<file path="src/include/bfd_regs.svh">
// register map, field positions, reset values and timing counts
`ifndef BFD_REGS_SVH
`define BFD_REGS_SVH

// widths of the sample path
`define BFD_IW 14
`define BFD_DW 26
`define BFD_CW 2
`define BFD_NCORE 4
`define BFD_NTAP 4
`define BFD_FRAC 8

// register byte offsets
`define BFD_OFF_CTRL 8'h00
`define BFD_OFF_UOFF 8'h04
`define BFD_OFF_TARGET 8'h08
`define BFD_OFF_SKIP 8'h0C
`define BFD_OFF_CAL 8'h10
`define BFD_OFF_COEF 8'h20
`define BFD_OFF_STAT 8'h30
`define BFD_OFF_EST 8'h40

// control fields
`define BFD_CTRL_STAB 0
`define BFD_CTRL_FILT 1

// reset values
`define BFD_RST_STAB 1'b1
`define BFD_RST_FILT 1'b0
`define BFD_RST_SKIP 8'h01
`define BFD_COEF_UNITY 8'h40

// arithmetic scaling
`define BFD_COEF_SHIFT 6
`define BFD_STAB_SHIFT 6

// record span in time and in retained samples
`define BFD_MCLK_MHZ 40
`define BFD_REC_SPAN_US 200
`define BFD_REC_LEN (`BFD_REC_SPAN_US * `BFD_MCLK_MHZ)

`endif

</file>
<file path="src/include/bfd_pkg.sv">
// types shared by the conditioning chain
`include "bfd_regs.svh"
package bfd_pkg;
   typedef logic signed [`BFD_DW-1:0] bfd_dat_t;
   // raw sample from the interleaved cores
   typedef struct packed {
      logic vld;
      logic first;
      logic [`BFD_CW-1:0] core;
      logic signed [`BFD_IW-1:0] smp;
   } bfd_in_t;
   // sample inside the chain, 8 fraction bits
   typedef struct packed {
      logic vld;
      logic first;
      logic [`BFD_CW-1:0] core;
      bfd_dat_t dat;
   } bfd_smp_t;
   // retained sample toward accumulation
   typedef struct packed {
      logic vld;
      logic first;
      logic last;
      bfd_dat_t dat;
   } bfd_out_t;
   // settings applied on a record boundary
   typedef struct packed {
      logic stab_en;
      logic filt_en;
      logic signed [15:0] uoff;
      logic signed [21:0] target;
      logic [7:0] skip;
      logic [`BFD_NTAP-1:0][7:0] coef;
   } bfd_cfg_t;
endpackage

</file>
<file path="src/bfd_chain.sv">
// per-channel offset, baseline, filter and sample-skip chain
`timescale 1ns/10ps
`include "bfd_regs.svh"
// What this block does
// - subtract a per-core calibration offset, chosen by the producing core
// - add a signed user offset on top of the calibration
// - baseline stabilizer drives the baseline to a 22-bit target level
// - stabilizer tracks the baseline continuously without stalling samples
// - software can disable the stabilizer; samples then pass uncorrected
// - one baseline estimate per core, correcting each core separately
// - programmable low-pass filter follows the stabilizer
// - skip factor M keeps only every Mth sample
// - skipping works with the filter on or bypassed
// - skipping never changes sample values or their offset
// - record holds a fixed retained count; skipping stretches its time span
// - each channel has its own chain with its own filter settings
module bfd_chain #(
   parameter int unsigned REC_LEN = `BFD_REC_LEN
) (
   input wire logic mclk,
   input wire logic rstn,
   input wire logic wb_cyc_i,
   input wire logic wb_stb_i,
   input wire logic wb_we_i,
   input wire logic [7:0] wb_adr_i,
   input wire logic [3:0] wb_sel_i,
   input wire logic [31:0] wb_dat_i,
   output logic [31:0] wb_dat_o,
   output logic wb_ack_o,
   input wire bfd_pkg::bfd_in_t smp_in,
   output bfd_pkg::bfd_out_t smp_out
);
   import bfd_pkg::*;

   localparam int DW = `BFD_DW;
   localparam int IW = `BFD_IW;

   // bus side state
   bfd_cfg_t pend, next_pend;
   logic [`BFD_NCORE-1:0][15:0] cal, next_cal;
   logic ack, next_ack;
   logic [31:0] rdat, next_rdat;

   // chain state
   bfd_cfg_t act, next_act;
   bfd_smp_t s1, next_s1, s2, next_s2, s3, next_s3;
   logic [`BFD_NCORE-1:0][DW-1:0] est, next_est;
   logic [`BFD_NTAP-2:0][DW-1:0] tap, next_tap;
   logic [7:0] scnt, next_scnt;
   logic [15:0] rcnt, next_rcnt;
   logic in_rec, next_in_rec;
   bfd_out_t sout, next_sout;

   logic req;
   logic load;
   bfd_cfg_t cur;

   // byte-lane merge of a write
   function automatic logic [31:0] wmerge(input logic [31:0] old, input logic [31:0] wd,
                                         input logic [3:0] sel);
      logic [31:0] r;
      r = old;
      for (int b = 0; b < 4; b++) begin
         if (sel[b]) begin
            r[8*b +: 8] = wd[8*b +: 8];
         end
      end
      return r;
   endfunction

   assign req = wb_cyc_i & wb_stb_i & ~ack;
   assign wb_ack_o = ack;
   assign wb_dat_o = rdat;
   assign smp_out = sout;

   // register writes and read mux, one wait state
   always_comb begin
      logic [31:0] m;
      m = 32'h00000000;
      next_pend = pend;
      next_cal = cal;
      next_ack = req;
      next_rdat = 32'h00000000;
      if (req && wb_we_i) begin
         case (wb_adr_i)
            `BFD_OFF_CTRL: begin
               m = wmerge({30'h00000000, pend.filt_en, pend.stab_en}, wb_dat_i, wb_sel_i);
               next_pend.stab_en = m[`BFD_CTRL_STAB];
               next_pend.filt_en = m[`BFD_CTRL_FILT];
            end
            `BFD_OFF_UOFF: begin
               m = wmerge({16'h0000, pend.uoff}, wb_dat_i, wb_sel_i);
               next_pend.uoff = m[15:0];
            end
            `BFD_OFF_TARGET: begin
               m = wmerge({10'h000, pend.target}, wb_dat_i, wb_sel_i);
               next_pend.target = m[21:0];
            end
            `BFD_OFF_SKIP: begin
               m = wmerge({24'h000000, pend.skip}, wb_dat_i, wb_sel_i);
               next_pend.skip = m[7:0];
            end
            default: begin
               for (int i = 0; i < `BFD_NCORE; i++) begin
                  if (wb_adr_i == 8'(`BFD_OFF_CAL + 4 * i)) begin
                     m = wmerge({16'h0000, cal[i]}, wb_dat_i, wb_sel_i);
                     next_cal[i] = m[15:0];
                  end
               end
               for (int i = 0; i < `BFD_NTAP; i++) begin
                  if (wb_adr_i == 8'(`BFD_OFF_COEF + 4 * i)) begin
                     m = wmerge({24'h000000, pend.coef[i]}, wb_dat_i, wb_sel_i);
                     next_pend.coef[i] = m[7:0];
                  end
               end
            end
         endcase
      end
      if (req && !wb_we_i) begin
         case (wb_adr_i)
            `BFD_OFF_CTRL: next_rdat = {30'h00000000, pend.filt_en, pend.stab_en};
            `BFD_OFF_UOFF: next_rdat = {16'h0000, pend.uoff};
            `BFD_OFF_TARGET: next_rdat = {10'h000, pend.target};
            `BFD_OFF_SKIP: next_rdat = {24'h000000, pend.skip};
            `BFD_OFF_STAT: next_rdat = {15'h0000, in_rec, rcnt};
            default: begin
               for (int i = 0; i < `BFD_NCORE; i++) begin
                  if (wb_adr_i == 8'(`BFD_OFF_CAL + 4 * i)) begin
                     next_rdat = {16'h0000, cal[i]};
                  end
                  if (wb_adr_i == 8'(`BFD_OFF_EST + 4 * i)) begin
                     next_rdat = 32'($signed(est[i]));
                  end
               end
               for (int i = 0; i < `BFD_NTAP; i++) begin
                  if (wb_adr_i == 8'(`BFD_OFF_COEF + 4 * i)) begin
                     next_rdat = {24'h000000, pend.coef[i]};
                  end
               end
            end
         endcase
      end
   end

   // bus side registers
   always_ff @(posedge mclk or negedge rstn) begin
      if (!rstn) begin
         pend.stab_en <= `BFD_RST_STAB;
         pend.filt_en <= `BFD_RST_FILT;
         pend.uoff <= 16'h0000;
         pend.target <= 22'h000000;
         pend.skip <= `BFD_RST_SKIP;
         pend.coef <= {`BFD_NTAP{`BFD_COEF_UNITY}};
         cal <= '0;
         ack <= 1'b0;
         rdat <= 32'h00000000;
      end else begin
         pend <= next_pend;
         cal <= next_cal;
         ack <= next_ack;
         rdat <= next_rdat;
      end
   end

   // a record's first sample loads the pending settings
   assign load = smp_in.vld & smp_in.first;
   assign cur = load ? pend : act;

   // sample path: offset, stabilizer, filter, skip
   always_comb begin
      logic signed [DW-1:0] e;
      logic signed [DW:0] diff;
      logic signed [DW+10:0] acc;
      logic [7:0] reload;
      logic keep;
      logic last;
      e = '0;
      diff = '0;
      acc = '0;
      reload = 8'h00;
      keep = 1'b0;
      last = 1'b0;
      next_act = cur;
      next_est = est;
      next_tap = tap;
      next_scnt = scnt;
      next_rcnt = rcnt;
      next_in_rec = in_rec;
      // stage 1: calibration and user offset, scaled to 8 fraction bits
      next_s1.vld = smp_in.vld;
      next_s1.first = smp_in.first;
      next_s1.core = smp_in.core;
      next_s1.dat = (DW'(smp_in.smp) - DW'($signed(cal[smp_in.core]))
                     + DW'(cur.uoff)) <<< `BFD_FRAC;
      // stage 2: per-core baseline estimate, never stalls the stream
      e = est[s1.core];
      diff = (DW + 1)'(s1.dat) - (DW + 1)'(e);
      next_s2 = s1;
      if (s1.vld && act.stab_en) begin
         next_est[s1.core] = DW'(e + DW'(diff >>> `BFD_STAB_SHIFT));
         next_s2.dat = s1.dat - e + DW'(act.target);
      end
      // stage 3: low-pass filter over the newest taps
      if (s2.vld) begin
         next_tap = {tap[`BFD_NTAP-3:0], s2.dat};
      end
      acc = (DW + 11)'($signed(act.coef[0]) * s2.dat);
      for (int i = 1; i < `BFD_NTAP; i++) begin
         acc = acc + (DW + 11)'($signed(act.coef[i]) * $signed(tap[i-1]));
      end
      next_s3 = s2;
      if (act.filt_en) begin
         next_s3.dat = DW'(acc >>> `BFD_COEF_SHIFT);
      end
      // stage 4: keep every Mth sample, the record's first always kept
      reload = (act.skip == 8'h00) ? 8'h00 : act.skip - 8'h01;
      if (s3.vld) begin
         keep = s3.first || (scnt == 8'h00);
         next_scnt = keep ? reload : scnt - 8'h01;
      end
      next_sout.vld = 1'b0;
      next_sout.first = 1'b0;
      next_sout.last = 1'b0;
      next_sout.dat = s3.dat;
      if (keep && s3.first) begin
         last = (REC_LEN <= 1);
         next_rcnt = 16'h0001;
         next_in_rec = !last;
         next_sout.vld = 1'b1;
         next_sout.first = 1'b1;
         next_sout.last = last;
      end else if (keep && in_rec) begin
         last = (rcnt + 16'h0001 == 16'(REC_LEN));
         next_rcnt = rcnt + 16'h0001;
         next_in_rec = !last;
         next_sout.vld = 1'b1;
         next_sout.last = last;
      end
   end

   // sample path registers
   always_ff @(posedge mclk or negedge rstn) begin
      if (!rstn) begin
         act.stab_en <= `BFD_RST_STAB;
         act.filt_en <= `BFD_RST_FILT;
         act.uoff <= 16'h0000;
         act.target <= 22'h000000;
         act.skip <= `BFD_RST_SKIP;
         act.coef <= {`BFD_NTAP{`BFD_COEF_UNITY}};
         s1 <= '0;
         s2 <= '0;
         s3 <= '0;
         est <= '0;
         tap <= '0;
         scnt <= 8'h00;
         rcnt <= 16'h0000;
         in_rec <= 1'b0;
         sout <= '0;
      end else begin
         act <= next_act;
         s1 <= next_s1;
         s2 <= next_s2;
         s3 <= next_s3;
         est <= next_est;
         tap <= next_tap;
         scnt <= next_scnt;
         rcnt <= next_rcnt;
         in_rec <= next_in_rec;
         sout <= next_sout;
      end
   end

   // estimate of the core at stage 1, for the checks below
   logic signed [DW-1:0] e_now;
   assign e_now = est[s1.core];
endmodule

</file>
<file path="config.mk">
export PLATFORM = sky130hd
export DESIGN_NAME = bfd_chain
export DESIGN_NICKNAME = d
export VERILOG_FILES = /design/src/include/bfd_pkg.sv /design/src/bfd_chain.sv
export VERILOG_INCLUDE_DIRS = /design/src /design/src/include
export SDC_FILE = /design/constraint.sdc
export NUM_CORES = 2
export LEC_CHECK = 0
export CAP_MARGIN = 20
export CORE_ASPECT_RATIO = 1.2
export CORE_MARGIN = 4
export CORE_UTILIZATION = 45
export DETAILED_ROUTE_END_ITERATION = 16
export DONT_BUFFER_PORTS = 1
export PLACE_DENSITY = 0.59
export SLEW_MARGIN = 20
export SYNTH_ARGS = -nofsm -noshare
export SYNTH_HDL_FRONTEND = slang
export SYNTH_SLANG_ARGS = --single-unit
export TNS_END_PERCENT = 20
</file>
<file path="constraint.sdc">
create_clock -name mclk -period 21.1 [get_ports mclk]
set_clock_uncertainty 0.15 [all_clocks]
set_input_delay 3.165 -clock mclk [delete_from_list [all_inputs] [get_ports mclk]]
set_output_delay 3.165 -clock mclk [all_outputs]
set_load 0.02 [all_outputs]
</file>
# After elaboration in Yosys (flattened, before gate mapping)
# Index checks and enable logic that the tools add are counted.
[totals]
register_bits = 571
inputBits = 67
output_inout_bits = 62
word_cells = 165
[op_classes]
addsub = 12
multipliers = 4
order_cmp = 3
eq_ne = 17
n_mux = 36
bitwise_logic = 5
n_reduce_logical = 33
[op_table]
columns = ["operator", "n"]
rows = [
  ["$mux W32", 12],
  ["$pmux W32 S5", 1],
  ["$mul A8 B26 Y32", 4],
  ["$bwmux W104", 1],
  ["$mux W26", 4],
  ["$add A32 B32 Y32", 3],
  ["$mux W78", 1],
  ["$mux W16", 4],
  ["$bmux W26 S2", 1],
  ["$demux W26 S2", 1],
  ["$reduce_and A4 Y1", 12],
  ["$eq A8 B6 Y1 const B", 5],
  ["$bmux W16 S2", 1],
  ["$eq A8 B5 Y1 const B", 4],
  ["$eq A8 B7 Y1 const B", 4],
  ["$sub A26 B26 Y27", 1],
  ["$add A26 B21 Y26", 1],
  ["$add A26 B22 Y26", 1],
  ["$sub A26 B26 Y26", 1],
  ["$logic_not A8 Y1", 3],
  ["$reduce_and A3 Y1", 7],
  ["$add A17 B16 Y18", 1],
  ["$sub A14 B16 Y17", 1],
  ["$add A16 B1 Y16 const B", 1],
  ["15 further kinds", 35],
]

# Logic depth before layout (Yosys ltp)
[logic_depth]
ltp_word = 15
ltp_mapped = 28

# Least setup slack after synthesis
# OpenSTA, ideal clock, no wires.
[synth_timing]
path_type = "register to register"
startpoint = "reg act[6] in the netlist's numbering"
endpoint = "reg s3 (netlist bit next_sout[25])"
arrival_ns = 7.502
required_time_ns = 20.868
setup_slack_ns = 13.366
stages_incl_launch_ff = 27
period_less_slack_ns = 7.734
path_cell_list = "dfstp_2 -> clkbuf_1 -> clkbuf_1 -> nand2_1 -> fa_1 -> inv_1 -> fa_1 -> fa_1 -> inv_1 -> fa_1 -> inv_1 -> fa_1 -> fa_1 -> fa_1 -> inv_1 -> fa_1 -> inv_1 -> ha_1 -> and3_1 -> a221o_1 -> a21o_1 -> and2_1 -> o2111ai_1 -> and2_1 -> a211oi_1 -> or4_1 -> a31oi_1"
[synth_lines]
columns = ["element", "line", "rtl"]
rows = [
  ["from (decl)", "bfd_chain.sv:45", "bfd_cfg_t act, next_act;"],
  ["from (signal assigned)", "bfd_chain.sv:260", "act <= next_act;"],
  ["to (signal assigned)", "bfd_chain.sv:263", "s3 <= next_s3;"],
  ["to (decl)", "bfd_chain.sv:46", "bfd_smp_t s1, next_s1, s2, next_s2, s3, next_s3;"],
]

==> reports/qor.txt <==
design area: 58700 µm²
vias per cell: 5.42
Post-Synth XOR/XNOR Area: 2.04%
overall power: 0.00318 W
most numerous cell in the Yosys netlist: inv_1
Avg Cell Area, Syn: 10.0 µm²
hpwl dp: 119000 µm
compound-cell area share of the yosys netlist: 7.16%
Clock Power Share: 39.2%
Yosys top cell by area: fa_1
Post-Syn Area: 55000 µm²
Site Rows: 140
initial core utilization: 45.3%
final setup fails: 0
Reg clk slew, reported paths: 0.06 ns
Setup crit end kind: register
worst slew pin tran: 1.48 ns
# H-tree levels: 3
gpl congestion: 0.902
Area after DPL: 56300 µm²
outcome: complete, no violations
crit path launch type: register
worst hold-check path type: register to register
total number of vias: 37890
RSZ-0062 raised after global routing: false
area of the core: 121000 µm²
period utilisation layout: 44.5%
CP Class: register to register
pin count of the biggest net entering global routing: 566
Synthesized Nets: 6599
Max Transition Viols Final: 0
die span in y: 391 µm
cts hold-fix bufs: 0
final hold vios: 0
Worst Path Arrival: 9.76 ns
post-synthesis simple-gate area fraction: 12.6%
I/O Pins: 129
Num CTS Buffers: 69
Total Routing Usage GR: 24.6%
post-route ant nets: 0
Slew HR: 1.39%
logic gate share of total power: 18.7%
share of cells above drive strength 1: 10.4%
Seq pwr share: 42.0%
number of max-cap violations: 0
Int Pwr: 0.00213 W
post-synthesis sequential area ratio: 25.7%
Mapped Cells: 5476
die area: 128000 µm²
Area Growth Syn to Fin: 6.71%
maximum VDD drop: 58.7 µV
setup_tns: 0 ns
fin nets: 6429
Final Util: 48.3%
later-pin clock latency in the skew report: 0.67 ns
global-route wire length before repair: 241000 µm
leakage power: 28.6 nW
initial DRC count: 2074
number of flops mapped to enable cells by yosys: 0
non-filler cells, final: 6997
Max Clock Freq: 106 MHz
CTS Sinks: 565
Synth top area share: 29.9%
Longest Clk Path Bufs: 3
DP Cell Count: 6867
asr flop ratio synth: 100%
DRC Markers: 0
sw frac: 32.9%
initial antenna violation count: 4
PostCTS Resize Cnt: 0
total net switching power: 0.00105 W
min Tclk post-route: 9.39 ns
# Post-CTS Setup Buffers: 0
PortBufs: 0
vias in the first global route: 40648
largest cells by area after synthesis: fa_1 (30%), dfrtp_1 (25%), inv_1 (6.9%)
FF-to-FF setup slack: 11.71 ns
Ys Warns: 0
mux cell area share after synthesis: 8.30%
CTS tree: yes
Die W: 327 µm
root buf cell: clkbuf_16
CP max FO: 27
Critical Path RT: 21.47 ns
Main synth FF type: dfrtp_1
Synth Area in Adders: 35.2%
final WL: 152000 µm
GRT overflow: 0
largest family of logic cells by synthesized area: adder cells
synth unique cells: 82
DR pass1 iterations: 6
number of synthesized register bits: 565
per-cell routed wire length: 21.8 µm
Pwr Density: 54.2 nW/µm²
synth cell count leaders: inv_1 (1006), fa_1 (821), nand2_1 (743)
[critical path, stage by stage (launching register included)]
cell and delay, ns:
dfrtp_1 1.04, nand2_1 0.19, fa_1 0.58, inv_1 0.05
fa_1 0.48, inv_1 0.06, fa_1 0.52, inv_1 0.06
fa_1 0.49, fa_1 0.59, inv_1 0.07, fa_1 0.48
fa_1 0.50, inv_1 0.05, fa_1 0.43, ha_1 0.32
nand4_1 0.08, o21ai_0 0.44, a41oi_1 0.31, a211oi_1 0.83
o2111ai_1 0.34, and2_1 0.27, a211oi_1 0.39, o31ai_1 0.13
a31oi_1 0.36
[registers in the layout, summed over array words and instances, names as in the netlist]
| signal | count |
|---|---|
| next_s3 | 2 |
| cal | 64 |
| s2 | 26 |
| scnt | 8 |
| s1 | 18 |
| next_sout | 26 |
| wb_dat_o | 26 |
| est | 104 |
| smp_out | 29 |
| wb_ack_o | 1 |
| tap | 78 |
| pend | 80 |
| next_s2 | 4 |
| rcnt | 16 |
| in_rec | 1 |
| s3 | 2 |
| act | 80 |
[per-stage QoR]
step / setup slack [ns] / hold WS [ns]
after floorplan: 13.37 / 0.181
after global placement: 11.68 / 0.184
after detailed placement: 11.62 / 0.186
after CTS: 11.56 / 0.194
after global routing: 11.26 / 0.202
final: 11.71 / 0.189
[layer usage]
| metal | vias up | routed length, µm | track usage [%] |
|---|---|---|---|
| met3 | 325 | 8330 | 3.99 |
| met4 | 6 | 7760 | 11.4 |
| met1 | 19694 | 61100 | 30.5 |
| li1 | 16848 | - | - |
| met5 | - | 34 | 0 |
| met2 | 1017 | 75100 | 42.1 |
[cell usage in the layout (no fill, tap or decap), drive strengths merged, types with 11 or more instances in the layout]
cell type and instances:
inv 1011, or2 15, a21oi 91, clkinv 22, xor2 37, or4 14, dfstp 12, o21a 23
fa 821, o22ai 19, a22oi 47, ha 235, a21o 28, or3 20, a31oi 23, nand4 14
o211ai 18, nand2 743, mux4 42, nor3 38, dfrtp 553, mux2i 27, a211o 17, o21ai 218
mux2 297, and2 264, nor2 126, clkbuf 93, a221oi 11, buf 44, nor2b 47, xnor2 91
nand3 48, a222oi 20, and3 23, nand2b 82, o31ai 13
[cells by family (layout without fill, tap and decap cells)]
| kind of cell | Yosys count | after routing |
|---|---|---|
| other | 0 | 3 |
| and+or+nand+nor | 1460 | 1460 |
| adders and majority gates | 1056 | 1056 |
| DFF | 565 | 565 |
| muxes | 366 | 366 |
| AOI/OAI and AO/OA | 608 | 608 |
| xor gates and xnor gates | 128 | 128 |
| buffers and inverters | 1293 | 1178 |
[power by group through the flow]
stage | Clock, W | Sequential, W | Combinational (W)
floorplan | 0 | 0.00121 | 0.000520
global placement | 0 | 0.00135 | 0.000585
detailed placement | 0 | 0.00135 | 0.000591
CTS | 0.00128 | 0.00134 | 0.000599
global route | 0.00132 | 0.00135 | 0.000669
finish | 0.00125 | 0.00134 | 0.000596
[cell type report]
cell class,count,area [µm²]
Inverter,1008,3780
Multi-Input combinational cell,3618,36000
Tap cell,1633,2040
Clock buffer,93,1950
Sequential cell,565,14200
Timing Repair Buffer,44,330
Fill cell,11347,62700
Clock inverter,33,404
Antenna cell,3,7.51
[path summary, 6_finish.rpt]
path | from | endpoint | cells after the start
worst min register to register | next_sout[21] | smp_out[21] | 0
worst max-delay path | act[27] | next_sout[25] | 24
max in group asynchronous | rstn | tap[31] | 0
min in group asynchronous | rstn | rcnt[13] | 0
worst min-delay path | next_sout[21] | smp_out[21] | 0
worst max register to register | act[27] | next_sout[25] | 24
No activity file was read; power rests on OpenSTA's default activity.
